`src/logic/supervisor_pkg.sv`:
```
// Constants and types shared by the tamper and self-test supervisor.
package supervisor_pkg;
    // ********************************
    // Widths and counts
    // ********************************
    localparam int unsigned NUM_HOSTS = 4;
    localparam int unsigned HOST_SEL_W = 2;
    localparam int unsigned DATA_W = 8;
    localparam int unsigned NUM_TESTS = 4;
    localparam int unsigned TEST_TIME_US = 10;
    localparam int unsigned CLK_MHZ = 50;
    localparam int unsigned TEST_CYCLES = TEST_TIME_US * CLK_MHZ;
    localparam int unsigned TEST_CNT_W = 10;
    localparam logic [TEST_CNT_W-1:0] TEST_LAST = 10'(TEST_CYCLES - 1);
    // ********************************
    // Reset values and state type
    // ********************************
    localparam logic [NUM_TESTS-1:0] FAIL_RST = 4'h0;
    localparam logic [DATA_W-1:0] DATA_RST = 8'h00;
    typedef enum logic [1:0] {ST_TEST, ST_RUN, ST_FAILED} sup_state_e;
endpackage

```
`src/logic/tamper_selftest_supervisor.sv`:
```
// Tamper latch, self-test sequencer and one-way keyboard and pointer data gate.
`timescale 1ns/100ps
module tamper_selftest_supervisor
    import supervisor_pkg::*;
(
    // Clock and main reset
    input wire logic sys_clk,
    input wire logic nrst,
    // Backup-powered tamper domain
    input wire logic tamper_sense,
    input wire logic backup_fail,
    input wire logic tamper_latched_in,
    output logic tamper_latch_set,
    // Self-test results
    input wire logic [NUM_TESTS-1:0] test_fail,
    // Peripheral side
    input wire logic kbd_valid,
    input wire logic [DATA_W-1:0] kbd_data,
    input wire logic ptr_valid,
    input wire logic [DATA_W-1:0] ptr_data,
    input wire logic [HOST_SEL_W-1:0] host_sel,
    // Access request on external ports
    input wire logic access_req,
    output logic access_deny,
    // Host side
    output logic [NUM_HOSTS-1:0] host_kbd_valid,
    output logic [DATA_W-1:0] host_kbd_data,
    output logic [NUM_HOSTS-1:0] host_ptr_valid,
    output logic [DATA_W-1:0] host_ptr_data,
    // Peripheral-side return path
    output logic periph_tx_en,
    // Indicators
    output logic tamper_led,
    output logic fail_led,
    output logic running
);
    sup_state_e state;
    logic tampered;
    logic [TEST_CNT_W-1:0] test_cnt;
    logic [NUM_TESTS-1:0] failed;
    logic test_done;
    logic next_tamper_set;

    // ********************************
    // Tamper latch
    // ********************************
    // The sticky bit lives in the backup domain; here we only request its set and read it back.
    assign next_tamper_set = tamper_sense | backup_fail;
    always_ff @(posedge sys_clk or negedge nrst) begin
        if (!nrst) begin
            tamper_latch_set <= 1'b0;
        end else begin
            tamper_latch_set <= next_tamper_set;
        end
    end
    // Reset cannot clear this: it follows the backup-held latch and sets on any local event.
    always_ff @(posedge sys_clk or negedge nrst) begin
        if (!nrst) begin
            tampered <= 1'b1;
        end else if (tamper_latched_in || next_tamper_set) begin
            tampered <= 1'b1;
        end else if (state == ST_TEST) begin
            tampered <= 1'b0;
        end
    end

    // ********************************
    // Self-test sequencer
    // ********************************
    assign test_done = (test_cnt == TEST_LAST);
    always_ff @(posedge sys_clk or negedge nrst) begin
        if (!nrst) begin
            test_cnt <= '0;
        end else if (state == ST_TEST && !test_done) begin
            test_cnt <= test_cnt + 1'b1;
        end
    end
    always_ff @(posedge sys_clk or negedge nrst) begin
        if (!nrst) begin
            failed <= FAIL_RST;
        end else if (state == ST_TEST) begin
            failed <= failed | test_fail;
        end
    end
    // Test 0 covers the core; its failure stops the whole device, tests 1 and 2 only their channel, test 3 stops nothing.
    always_ff @(posedge sys_clk or negedge nrst) begin
        if (!nrst) begin
            state <= ST_TEST;
        end else begin
            unique case (state)
                ST_TEST: begin
                    if (test_done) begin
                        state <= (failed[0] || test_fail[0]) ? ST_FAILED : ST_RUN;
                    end
                end
                ST_RUN: state <= ST_RUN;
                ST_FAILED: state <= ST_FAILED;
                // An upset could leave the unused code behind, so it falls to the safe failed state.
                default: state <= ST_FAILED;
            endcase
        end
    end

    // ********************************
    // One-way data gate
    // ********************************
    // One decoder serves both channels so keyboard and pointer always steer to the same computer.
    function automatic logic host_hit(input logic [HOST_SEL_W-1:0] sel, input int unsigned idx);
        return sel == HOST_SEL_W'(idx);
    endfunction

    logic kbd_ok;
    logic ptr_ok;
    assign kbd_ok = (state == ST_RUN) && !tampered && !failed[1];
    assign ptr_ok = (state == ST_RUN) && !tampered && !failed[2];
    genvar h;
    generate
        for (h = 0; h < NUM_HOSTS; h++) begin : g_host
            always_ff @(posedge sys_clk or negedge nrst) begin
                if (!nrst) begin
                    host_kbd_valid[h] <= 1'b0;
                    host_ptr_valid[h] <= 1'b0;
                end else begin
                    host_kbd_valid[h] <= kbd_ok && kbd_valid && host_hit(host_sel, h);
                    host_ptr_valid[h] <= ptr_ok && ptr_valid && host_hit(host_sel, h);
                end
            end
        end
    endgenerate
    // Data words are re-registered so no combinational path joins peripheral and host.
    always_ff @(posedge sys_clk or negedge nrst) begin
        if (!nrst) begin
            host_kbd_data <= DATA_RST;
            host_ptr_data <= DATA_RST;
        end else begin
            host_kbd_data <= kbd_ok ? kbd_data : DATA_RST;
            host_ptr_data <= ptr_ok ? ptr_data : DATA_RST;
        end
    end

    // ********************************
    // Indicators and refusals
    // ********************************
    always_ff @(posedge sys_clk or negedge nrst) begin
        if (!nrst) begin
            periph_tx_en <= 1'b0;
            access_deny <= 1'b0;
            tamper_led <= 1'b0;
            fail_led <= 1'b0;
            running <= 1'b0;
        end else begin
            periph_tx_en <= 1'b0;
            access_deny <= access_req;
            tamper_led <= tampered;
            fail_led <= (failed != FAIL_RST) || (state == ST_FAILED);
            running <= kbd_ok || ptr_ok;
        end
    end

    // ********************************
    // Assertions
    // ********************************
    a_tamper_blocks_kbd: assert property (@(posedge sys_clk) disable iff (!nrst)
        tampered |=> host_kbd_valid == '0)
        else $error("keyboard data passed while tampered");

    a_tamper_blocks_ptr: assert property (@(posedge sys_clk) disable iff (!nrst)
        tampered |=> host_ptr_valid == '0)
        else $error("pointer data passed while tampered");

    a_tamper_sticky: assert property (@(posedge sys_clk) disable iff (!nrst)
        (tampered && state != ST_TEST) |=> tampered)
        else $error("tamper latch cleared");

    a_backup_fail_trip: assert property (@(posedge sys_clk) disable iff (!nrst)
        backup_fail |=> tampered ##1 tamper_led)
        else $error("backup failure not latched");

    a_tamper_led_on: assert property (@(posedge sys_clk) disable iff (!nrst)
        tampered |=> tamper_led)
        else $error("tamper indicator dark");

    a_tamper_led_dark: assert property (@(posedge sys_clk) disable iff (!nrst)
        !tampered |=> !tamper_led)
        else $error("tamper indicator lit without tamper");

    a_latch_req_set: assert property (@(posedge sys_clk) disable iff (!nrst)
        (tamper_sense || backup_fail) |=> tamper_latch_set)
        else $error("backup latch not asked to set");

    a_latch_req_quiet: assert property (@(posedge sys_clk) disable iff (!nrst)
        !(tamper_sense || backup_fail) |=> !tamper_latch_set)
        else $error("backup latch asked to set without cause");

    a_sense_trips: assert property (@(posedge sys_clk) disable iff (!nrst)
        tamper_sense |=> tampered)
        else $error("tamper event not latched");

    a_hold_tamper_in: assert property (@(posedge sys_clk) disable iff (!nrst)
        tamper_latched_in |=> tampered ##1 !running)
        else $error("backup latch ignored");

    a_tamper_no_running: assert property (@(posedge sys_clk) disable iff (!nrst)
        tampered |=> !running)
        else $error("running while tampered");

    a_tamper_kbd_data: assert property (@(posedge sys_clk) disable iff (!nrst)
        tampered |=> host_kbd_data == DATA_RST)
        else $error("keyboard word shown while tampered");

    a_tamper_ptr_data: assert property (@(posedge sys_clk) disable iff (!nrst)
        tampered |=> host_ptr_data == DATA_RST)
        else $error("pointer word shown while tampered");

    // ********************************
    // Self-test and indicator checks
    // ********************************
    a_test_before_run: assert property (@(posedge sys_clk) disable iff (!nrst)
        (state == ST_TEST) |=> !running)
        else $error("data flow during self-test");

    a_run_needs_state: assert property (@(posedge sys_clk) disable iff (!nrst)
        (state != ST_RUN) |=> !running)
        else $error("running outside run state");

    a_test_count_step: assert property (@(posedge sys_clk) disable iff (!nrst)
        (state == ST_TEST && !test_done) |=> test_cnt == $past(test_cnt) + 10'h001)
        else $error("self-test counter stalled");

    a_test_stays: assert property (@(posedge sys_clk) disable iff (!nrst)
        (state == ST_TEST && !test_done) |=> state == ST_TEST)
        else $error("self-test left early");

    a_test_ends: assert property (@(posedge sys_clk) disable iff (!nrst)
        (state == ST_TEST && test_done) |=> state != ST_TEST)
        else $error("self-test never ends");

    a_core_fail_state: assert property (@(posedge sys_clk) disable iff (!nrst)
        (state == ST_TEST && test_done && test_fail[0]) |=> state == ST_FAILED)
        else $error("core failure not latched");

    a_core_fail_stops: assert property (@(posedge sys_clk) disable iff (!nrst)
        (state == ST_FAILED) |=> (host_kbd_valid == '0 && host_ptr_valid == '0))
        else $error("data flow after core failure");

    a_kbd_fail_blocks: assert property (@(posedge sys_clk) disable iff (!nrst)
        failed[1] |=> host_kbd_valid == '0)
        else $error("keyboard flow after channel failure");

    a_ptr_fail_blocks: assert property (@(posedge sys_clk) disable iff (!nrst)
        failed[2] |=> host_ptr_valid == '0)
        else $error("pointer flow after channel failure");

    a_fail_led_on: assert property (@(posedge sys_clk) disable iff (!nrst)
        (state == ST_TEST && test_fail != '0) |=> ##1 fail_led)
        else $error("failure not shown");

    a_fail_led_held: assert property (@(posedge sys_clk) disable iff (!nrst)
        (failed != FAIL_RST) |=> fail_led)
        else $error("failure indicator dropped");

    a_fail_led_dark: assert property (@(posedge sys_clk) disable iff (!nrst)
        (failed == FAIL_RST && state != ST_FAILED) |=> !fail_led)
        else $error("failure indicator lit without failure");

    // ********************************
    // Data gate and refusal checks
    // ********************************
    a_no_return_path: assert property (@(posedge sys_clk) disable iff (!nrst)
        !periph_tx_en)
        else $error("return path enabled");

    a_access_refused: assert property (@(posedge sys_clk) disable iff (!nrst)
        access_req |=> access_deny)
        else $error("access request not refused");

    a_access_quiet: assert property (@(posedge sys_clk) disable iff (!nrst)
        !access_req |=> !access_deny)
        else $error("refusal without request");

    a_one_host_kbd: assert property (@(posedge sys_clk) disable iff (!nrst)
        $onehot0(host_kbd_valid))
        else $error("keyboard word sent to several computers");

    a_one_host_ptr: assert property (@(posedge sys_clk) disable iff (!nrst)
        $onehot0(host_ptr_valid))
        else $error("pointer word sent to several computers");

    a_kbd_route: assert property (@(posedge sys_clk) disable iff (!nrst)
        (kbd_valid && kbd_ok) |=> host_kbd_valid == (4'h1 << $past(host_sel)))
        else $error("keyboard word sent to wrong computer");

    a_kbd_word: assert property (@(posedge sys_clk) disable iff (!nrst)
        (kbd_valid && kbd_ok) |=> host_kbd_data == $past(kbd_data))
        else $error("keyboard word altered");
endmodule

```
`config.mk`:
```
export PLATFORM = sky130hd
export DESIGN_NAME = tamper_selftest_supervisor
export DESIGN_NICKNAME = d
export VERILOG_FILES = /design/src/logic/supervisor_pkg.sv /design/src/logic/tamper_selftest_supervisor.sv
export SDC_FILE = /design/constraint.sdc
export NUM_CORES = 1
export LEC_CHECK = 0
export ABC_AREA = 1
export BUFFER_PORTS_ARGS = -buffer_cell sky130_fd_sc_hd__buf_2
export CAP_MARGIN = 20
export CORE_ASPECT_RATIO = 0.5
export CORE_MARGIN = 4
export CORE_UTILIZATION = 25
export DETAILED_ROUTE_END_ITERATION = 6
export SLEW_MARGIN = 20
export SYNTH_ARGS = -nofsm -noshare
export SYNTH_HDL_FRONTEND = slang
export SYNTH_SLANG_ARGS = --single-unit
```
`constraint.sdc`:
```
create_clock -name sys_clk -period 1.7 [get_ports sys_clk]
set_input_delay 0.17 -clock sys_clk [delete_from_list [all_inputs] [get_ports sys_clk]]
set_output_delay 0.17 -clock sys_clk [all_outputs]
set_load 0.02 [all_outputs]
```
==> out/qor.yml, run 1 <==
route:
  vias_per_cell: 4.01
  ant_nets: 0
  drt_pass1_iterations: 4
  wl_per_cell_um: 10.8
  vias: 1393
  route.detailed.drc: 0
  drtIter0Drc: 65
  wirelength_um: 3730
timing:
  setup_viol: 0
  rsz0062_at_grt: "false"
  hold_viol_final: 0
  worst_slack_ns: 0.210
  worst_pin_slew_ns: 0.568
  final.period_utilization: 0.877
  fin_skew_ns: 0.00339
  max_slew_margin: 0.622
  fmax_mhz: 671
  min_period_ns: 1.49
  tns_ns: 0
  maxSlewViolCount: 0
placed_design:
  post-place-ws_ns: 0.213
  dpl.hpwl_um: 2840
  finalWeightedCongestion: 0.761
  numPortBuffers: 58
power:
  intPower_mw: 1.71
  p_comb_frac: 0.037
  leakagePower_nw: 1.39
  seqPwrFrac: 0.510
  power.share.clock: 0.453
  power.share.switching: 0.205
  pwr_density_cell_nw_per_um2: 909
  power.switching_mw: 0.440
  ir_drop_uv: 385
cts:
  cts_buffers: 5
  clock-root-buffer: "clkbuf_16"
  cts_tree: "done"
  path_clk_slew_ns: 0.06
  clock_sinks: 46
  htreeDepth: 2
  clkLatencyLatePin_ns: 0.28
  clockBufferDepth: 2
  ctsResizeCount: 0
grt:
  grt_pass1_vias: 1427
  grt_pass1_wl_um: 6050
  grt_max_degree: 47
  grt_usage: 0.0884
  antenna_found_initial: 0
  grt-ovfl-total: 0
worst_setup_path:
  end_kind: "register"
  crit_buf_inv: 1
  required_ns: 1.87
  crit_top_cell: "nand2_1"
  critPathArrivalTime_ns: 1.66
  path_max_fanout: 12
  crit_family: "simple AND/OR/NAND/NOR gates"
  slowest_delay_ns: 0.39
  cp_slowest_cell: "dfrtp_1"
  critical_path_class: "register to register"
  cp-start-kind: "register"
  path_cells: "ha_1 > nand2_1 > nor2_1 > nand3_2 > nand2_2 > inv_2 > nand2_1 > nand2_1"
floorplan:
  row_count: 21
  fp.coreArea_um2: 6830
  die_h_um: 68.0
  dieArea_um2: 8710
  ioPinCount: 60
  start_util: 0.264
  die_x_um: 128
synthesis:
  synthXorXnorAreaFrac: 0.0243
  ys_warn_count: 0
  synth_area_um2: 1800
  synthAdderAreaFrac: 0.00695
  synth_compound_area_frac: 0.0299
  seq_area_frac_synth: 0.640
  synth_simple_gate_area_frac: 0.226
  synth_ff_type: "dfrtp_1"
  async_flop_share: 1.00
  synth_cell_types: 25
  synth_area_leaders: "dfrtp_1, nand2_1, nor2_1"
  syn-num-nets: 218
  synth_common_cells: "dfrtp_1, nand2_1, nor2_1"
  avgSynthCellArea_um2: 9.63
  synth-seq-cells: 46
  synth_cells: 187
  synth_top_family_by_area: "simple AND/OR/NAND/NOR gates"
  yosys.area.top_type: "dfrtp_1"
  muxShareOfSynthArea: 0
  yosys.area.top_type_share: 0.625
  synth-edff-count: 0
layout:
  seqCellArea_um2: 1150
  layout.nets: 285
  drive_gt1_frac: 0.298
  fillCellCount: 690
  diodes: 0
  syn_to_final_growth_pct: 31.6
  multi_input_area_um2: 520
worst_hold_path:
  hold_path.class: "input pin to register"
flow_run:
  cap_violations: 0
status:
  outcome: "completed"
[kinds of logic (layout without fill, tap and decap cells)]
| logic type | count (synthesis) | count (layout) |
|---|---|---|
| XOR/XNOR | 5 | 5 |
| buffers and inverters | 30 | 98 |
| adder cells (fa/ha/maj) | 1 | 1 |
| other | 1 | 1 |
| AND/OR/NAND/NOR | 96 | 96 |
| flip-flops | 46 | 46 |
| AO/OA/AOI/OAI | 8 | 8 |
[layer usage]
layer / global-route usage / share of wire / vias to the layer above
li1: - / - / 697
met1: 0.0917 / 0.39 / 671
met2: 0.169 / 0.55 / 19
met3: 0.0320 / 0.047 / 6
met4: 0.0317 / 0.014 / 0
met5: 0 / 0 / -
[per-stage QoR]
step                       util  std cells  power [mW]  hold WS [ns]  instance area (um^2)
after floorplan               -        187        1.14        -0.126                  1800
after global placement    0.322        337        1.20         0.278                  2200
after detailed placement  0.322        337        1.20         0.281                  2200
after CTS                 0.347        347        2.18        0.0867                  2370
after global routing      0.347        347        2.24        0.0929                  2370
final                     0.347        347        2.15        0.0899                  2370
[state kept, by name, summed over array words and instances, names as in the netlist, 2 cells and up]
register        flops
host_ptr_valid      4
host_ptr_data       8
test_cnt           10
host_kbd_valid      4
failed              4
state               2
host_kbd_data       8
[worst paths after layout]
path	start	slack, ns	depth (start not counted)	to
max	test_cnt[1]	0.21	8	test_cnt[7]
min	tamper_sense	0.09	2	tamper_latch_set
max reg2reg	test_cnt[1]	0.21	8	test_cnt[7]
min reg2reg	tampered	0.40	0	tamper_led
max in group asynchronous	nrst	0.80	3	host_ptr_valid[0]
min in group asynchronous	nrst	0.49	3	test_cnt[0]
[what timing repair did]
| item | CTS | global route |
|---|---|---|
| endpoints found under the hold margin | 46 | 0 |
| hold buffers | 2 | 0 |
| buffers inserted | 0 | 0 |
[power groups by stage]
stage,Clock (mW),Combinational [mW],Sequential [mW]
global route,1.05,0.0942,1.10
detailed placement,0,0.0799,1.12
finish,0.975,0.0806,1.10
CTS,1.00,0.0835,1.10
global placement,0,0.0782,1.12
floorplan,0,0.0153,1.12
[final cells by class]
type,count,share of cell area
sequential,46,0.486
multi-input combinational,111,0.220
timing repair buffer,62,0.137
clock buffer,6,0.0586
tap,92,0.0486
inverter,28,0.0444
clock inverter,2,0.00528
[cells in the final DEF, fill, tap and decap left out, types with 3 or more instances in the layout]
master     instances
nor3_1             8
dfrtp_1           45
nand2_1           45
buf_2             58
nand3_1            3
clkbuf_16          5
xor2_1             4
nor2_1            30
a21o_1             4
nand3b_1           3
o21ai_0            3
inv_1             25
Note: power is estimated with default switching activity, not from simulation.
==> inputs of run 2 (changes only) <==
- ABC_AREA: 1 -> 0
- MAX_ROUTING_LAYER: not set -> met4
==> run 2 against run 1 <==
Net effect: sequential power about the same; die area down 2.8%; critical path type unchanged; critical path depth down 4; worst setup slack worse by 0.13 ns; maximum frequency down 8.0%; synthesized cell count down 32%; area after synthesis down 3.1%; count of clock-buffer cells in the layout unchanged; core utilization up 0.65 points; global-route usage down 0.066 points.
==> out/qor.yml, run 2 <==
status:
  outcome: "completed"
cts:
  path_clk_slew_ns: 0.06
  post-cts-setup-buffer-count: 0
  clockBufferDepth: 2
  htreeDepth: 2
  cts_hold_buf: 2
  clock-root-buffer: "clkbuf_16"
  ctsResizeCount: 0
  clock_sinks: 46
  cts_buffers: 5
  cts_tree: "done"
  clkLatencyLatePin_ns: 0.28
layout:
  drive_gt1_frac: 0.418
  top_regs: "test_cnt (10), host_kbd_data (8), host_ptr_data (8)"
  syn_to_final_growth_pct: 36.2
  final_core_util: 0.353
  diodes: 0
  fillCellCount: 676
  layout.nets: 226
  design_area_um2: 2380
  multi_input_area_um2: 554
  top_register: "test_cnt"
  mostFrequentLayoutCells: "buf_2, dfrtp_1, and2_1, nor2_1, nand2_1"
  largest_reg_flops: 10
  seqCellArea_um2: 1150
  layout_commonest_cell: "buf_2"
  fin_cells: 288
worst_setup_path:
  path_cells: "ha_1 > nor4b_4 > a311oi_2 > mux2_1"
  end_kind: "register"
  critPathArrivalTime_ns: 1.78
  path_max_fanout: 4
  critical_path_class: "register to register"
  slowest_delay_ns: 0.41
  crit_family: "flip-flops"
  cp_slowest_cell: "dfrtp_1"
  crit_buf_inv: 0
  rr_worst_depth: 4
  required_ns: 1.86
  reg2reg_to: "test_cnt[1]"
  cp-start-kind: "register"
  reg2reg_slack_ns: 0.08
  regToRegStartpoint: "test_cnt[0]"
synthesis:
  async_flop_share: 1.00
  seq_area_frac_synth: 0.660
  syn-num-nets: 159
  synth_area_leaders: "dfrtp_1, and2_1, nor4b_4"
  synth_cells: 128
  yosys.area.top_type_share: 0.645
  synth-seq-cells: 46
  synth_ff_type: "dfrtp_1"
  ys_warn_count: 0
  synth_common_cells: "dfrtp_1, and2_1, nor2_1"
  avgSynthCellArea_um2: 13.6
  synth_cell_types: 34
  yosys.cell_count.top_type: "dfrtp_1"
  synth-edff-count: 0
  yosys.area.top_type: "dfrtp_1"
  synth_area_um2: 1750
worst_hold_path:
  whs_path_depth: 3
  hold_path.class: "input pin to register"
  hold_start: "tamper_latched_in"
  min_to: "tampered"
grt:
  antenna_found_initial: 0
  grt-ovfl-total: 0
  grt_pass1_wl_um: 5710
  grt_pass1_vias: 1202
  grt_max_degree: 47
  grt_usage: 0.0877
floorplan:
  ioPinCount: 60
  dieArea_um2: 8460
  die_h_um: 67.1
  fp.coreArea_um2: 6730
  row_count: 21
  start_util: 0.259
  die_x_um: 126
route:
  drt_pass1_iterations: 2
  drtIter0Drc: 23
  wirelength_um: 3440
  wl_per_cell_um: 11.9
  vias: 1164
  ant_nets: 0
  vias_per_cell: 4.04
  route.detailed.drc: 0
flow_run:
  cap_violations: 0
power:
  pwr_density_cell_nw_per_um2: 1030
  leakagePower_nw: 1.27
  ir_drop_uv: 514
  finalPower_mw: 2.44
timing:
  rsz0062_at_grt: "false"
  fmax_mhz: 617
  min_period_ns: 1.62
  maxSlewViolCount: 0
  hold-worst-slack_ns: 0.0814
  tns_ns: 0
  fin_skew_ns: 0.00608
  setup_viol: 0
  hold_viol_final: 0
  final.period_utilization: 0.953
  worst_slack_ns: 0.0801
placed_design:
  post-place-ws_ns: 0.0926
  post-place-cells: 278
  dpl.hpwl_um: 2580
  placed_area_um2: 2160
  numPortBuffers: 58
  finalWeightedCongestion: 0.779
[run 2: worst max-delay path by stage]
stage                     start          end  slack, ns  cells after the start
finish              test_cnt[0]  test_cnt[1]       0.08                      4
global route        test_cnt[0]  test_cnt[1]       0.03                      4
CTS                 test_cnt[0]  test_cnt[1]       0.07                      4
detailed placement  test_cnt[0]  test_cnt[1]       0.09                      4
global placement    test_cnt[0]  test_cnt[1]       0.15                      4
floorplan           test_cnt[0]  test_cnt[1]       0.19                      4
[run 2: layout make-up]
cell class	count	share of cell area
repair buffers	64	0.148
clock inverters	2	0.0253
flip-flops and latches	46	0.485
inverters	1	0.00158
clock buffers	6	0.0584
well taps	92	0.0484
multi-input cells	77	0.233
[run 2: logic make-up (layout without fill, tap and decap cells)]
kind of cell               count (synthesis)  in the layout  share of synthesized area
adders and majority gates                  1              1                    0.00717
DFF                                       46             46                      0.660
and+or+nand+nor                           55             55                      0.211
other                                      1              1                    0.00215
muxes                                      1              1                    0.00645
xor gates and xnor gates                   8              8                     0.0401
AOI/OAI and AO/OA                         11             11                     0.0502
buffers and inverters                      5             73                     0.0222
[run 2: metal layers]
metal / global-route usage / wire [um] / vias up
li1: - / - / 560
met1: 0.0974 / 1460 / 584
met2: 0.153 / 1820 / 18
met3: 0.0280 / 125 / 2
met4: 0.0281 / 31 / 0
met5: - / 0 / -
[run 2: where the power goes]
group / switching, mW / leakage (nW) / internal [mW]
Combinational: 0.0408 / 0.551 / 0.0357
Sequential: 0.000366 / 0.618 / 1.10
Clock: 0.389 / 0.0971 / 0.882
[run 2: worst register-to-register path: cells and delay by family (launching register included)]
family | cells | cell delay (ns)
fa+ha+maj | 1 | 0.24
simple gates | 1 | 0.16
mux | 1 | 0.36
compound gates | 1 | 0.34
flops | 1 | 0.41
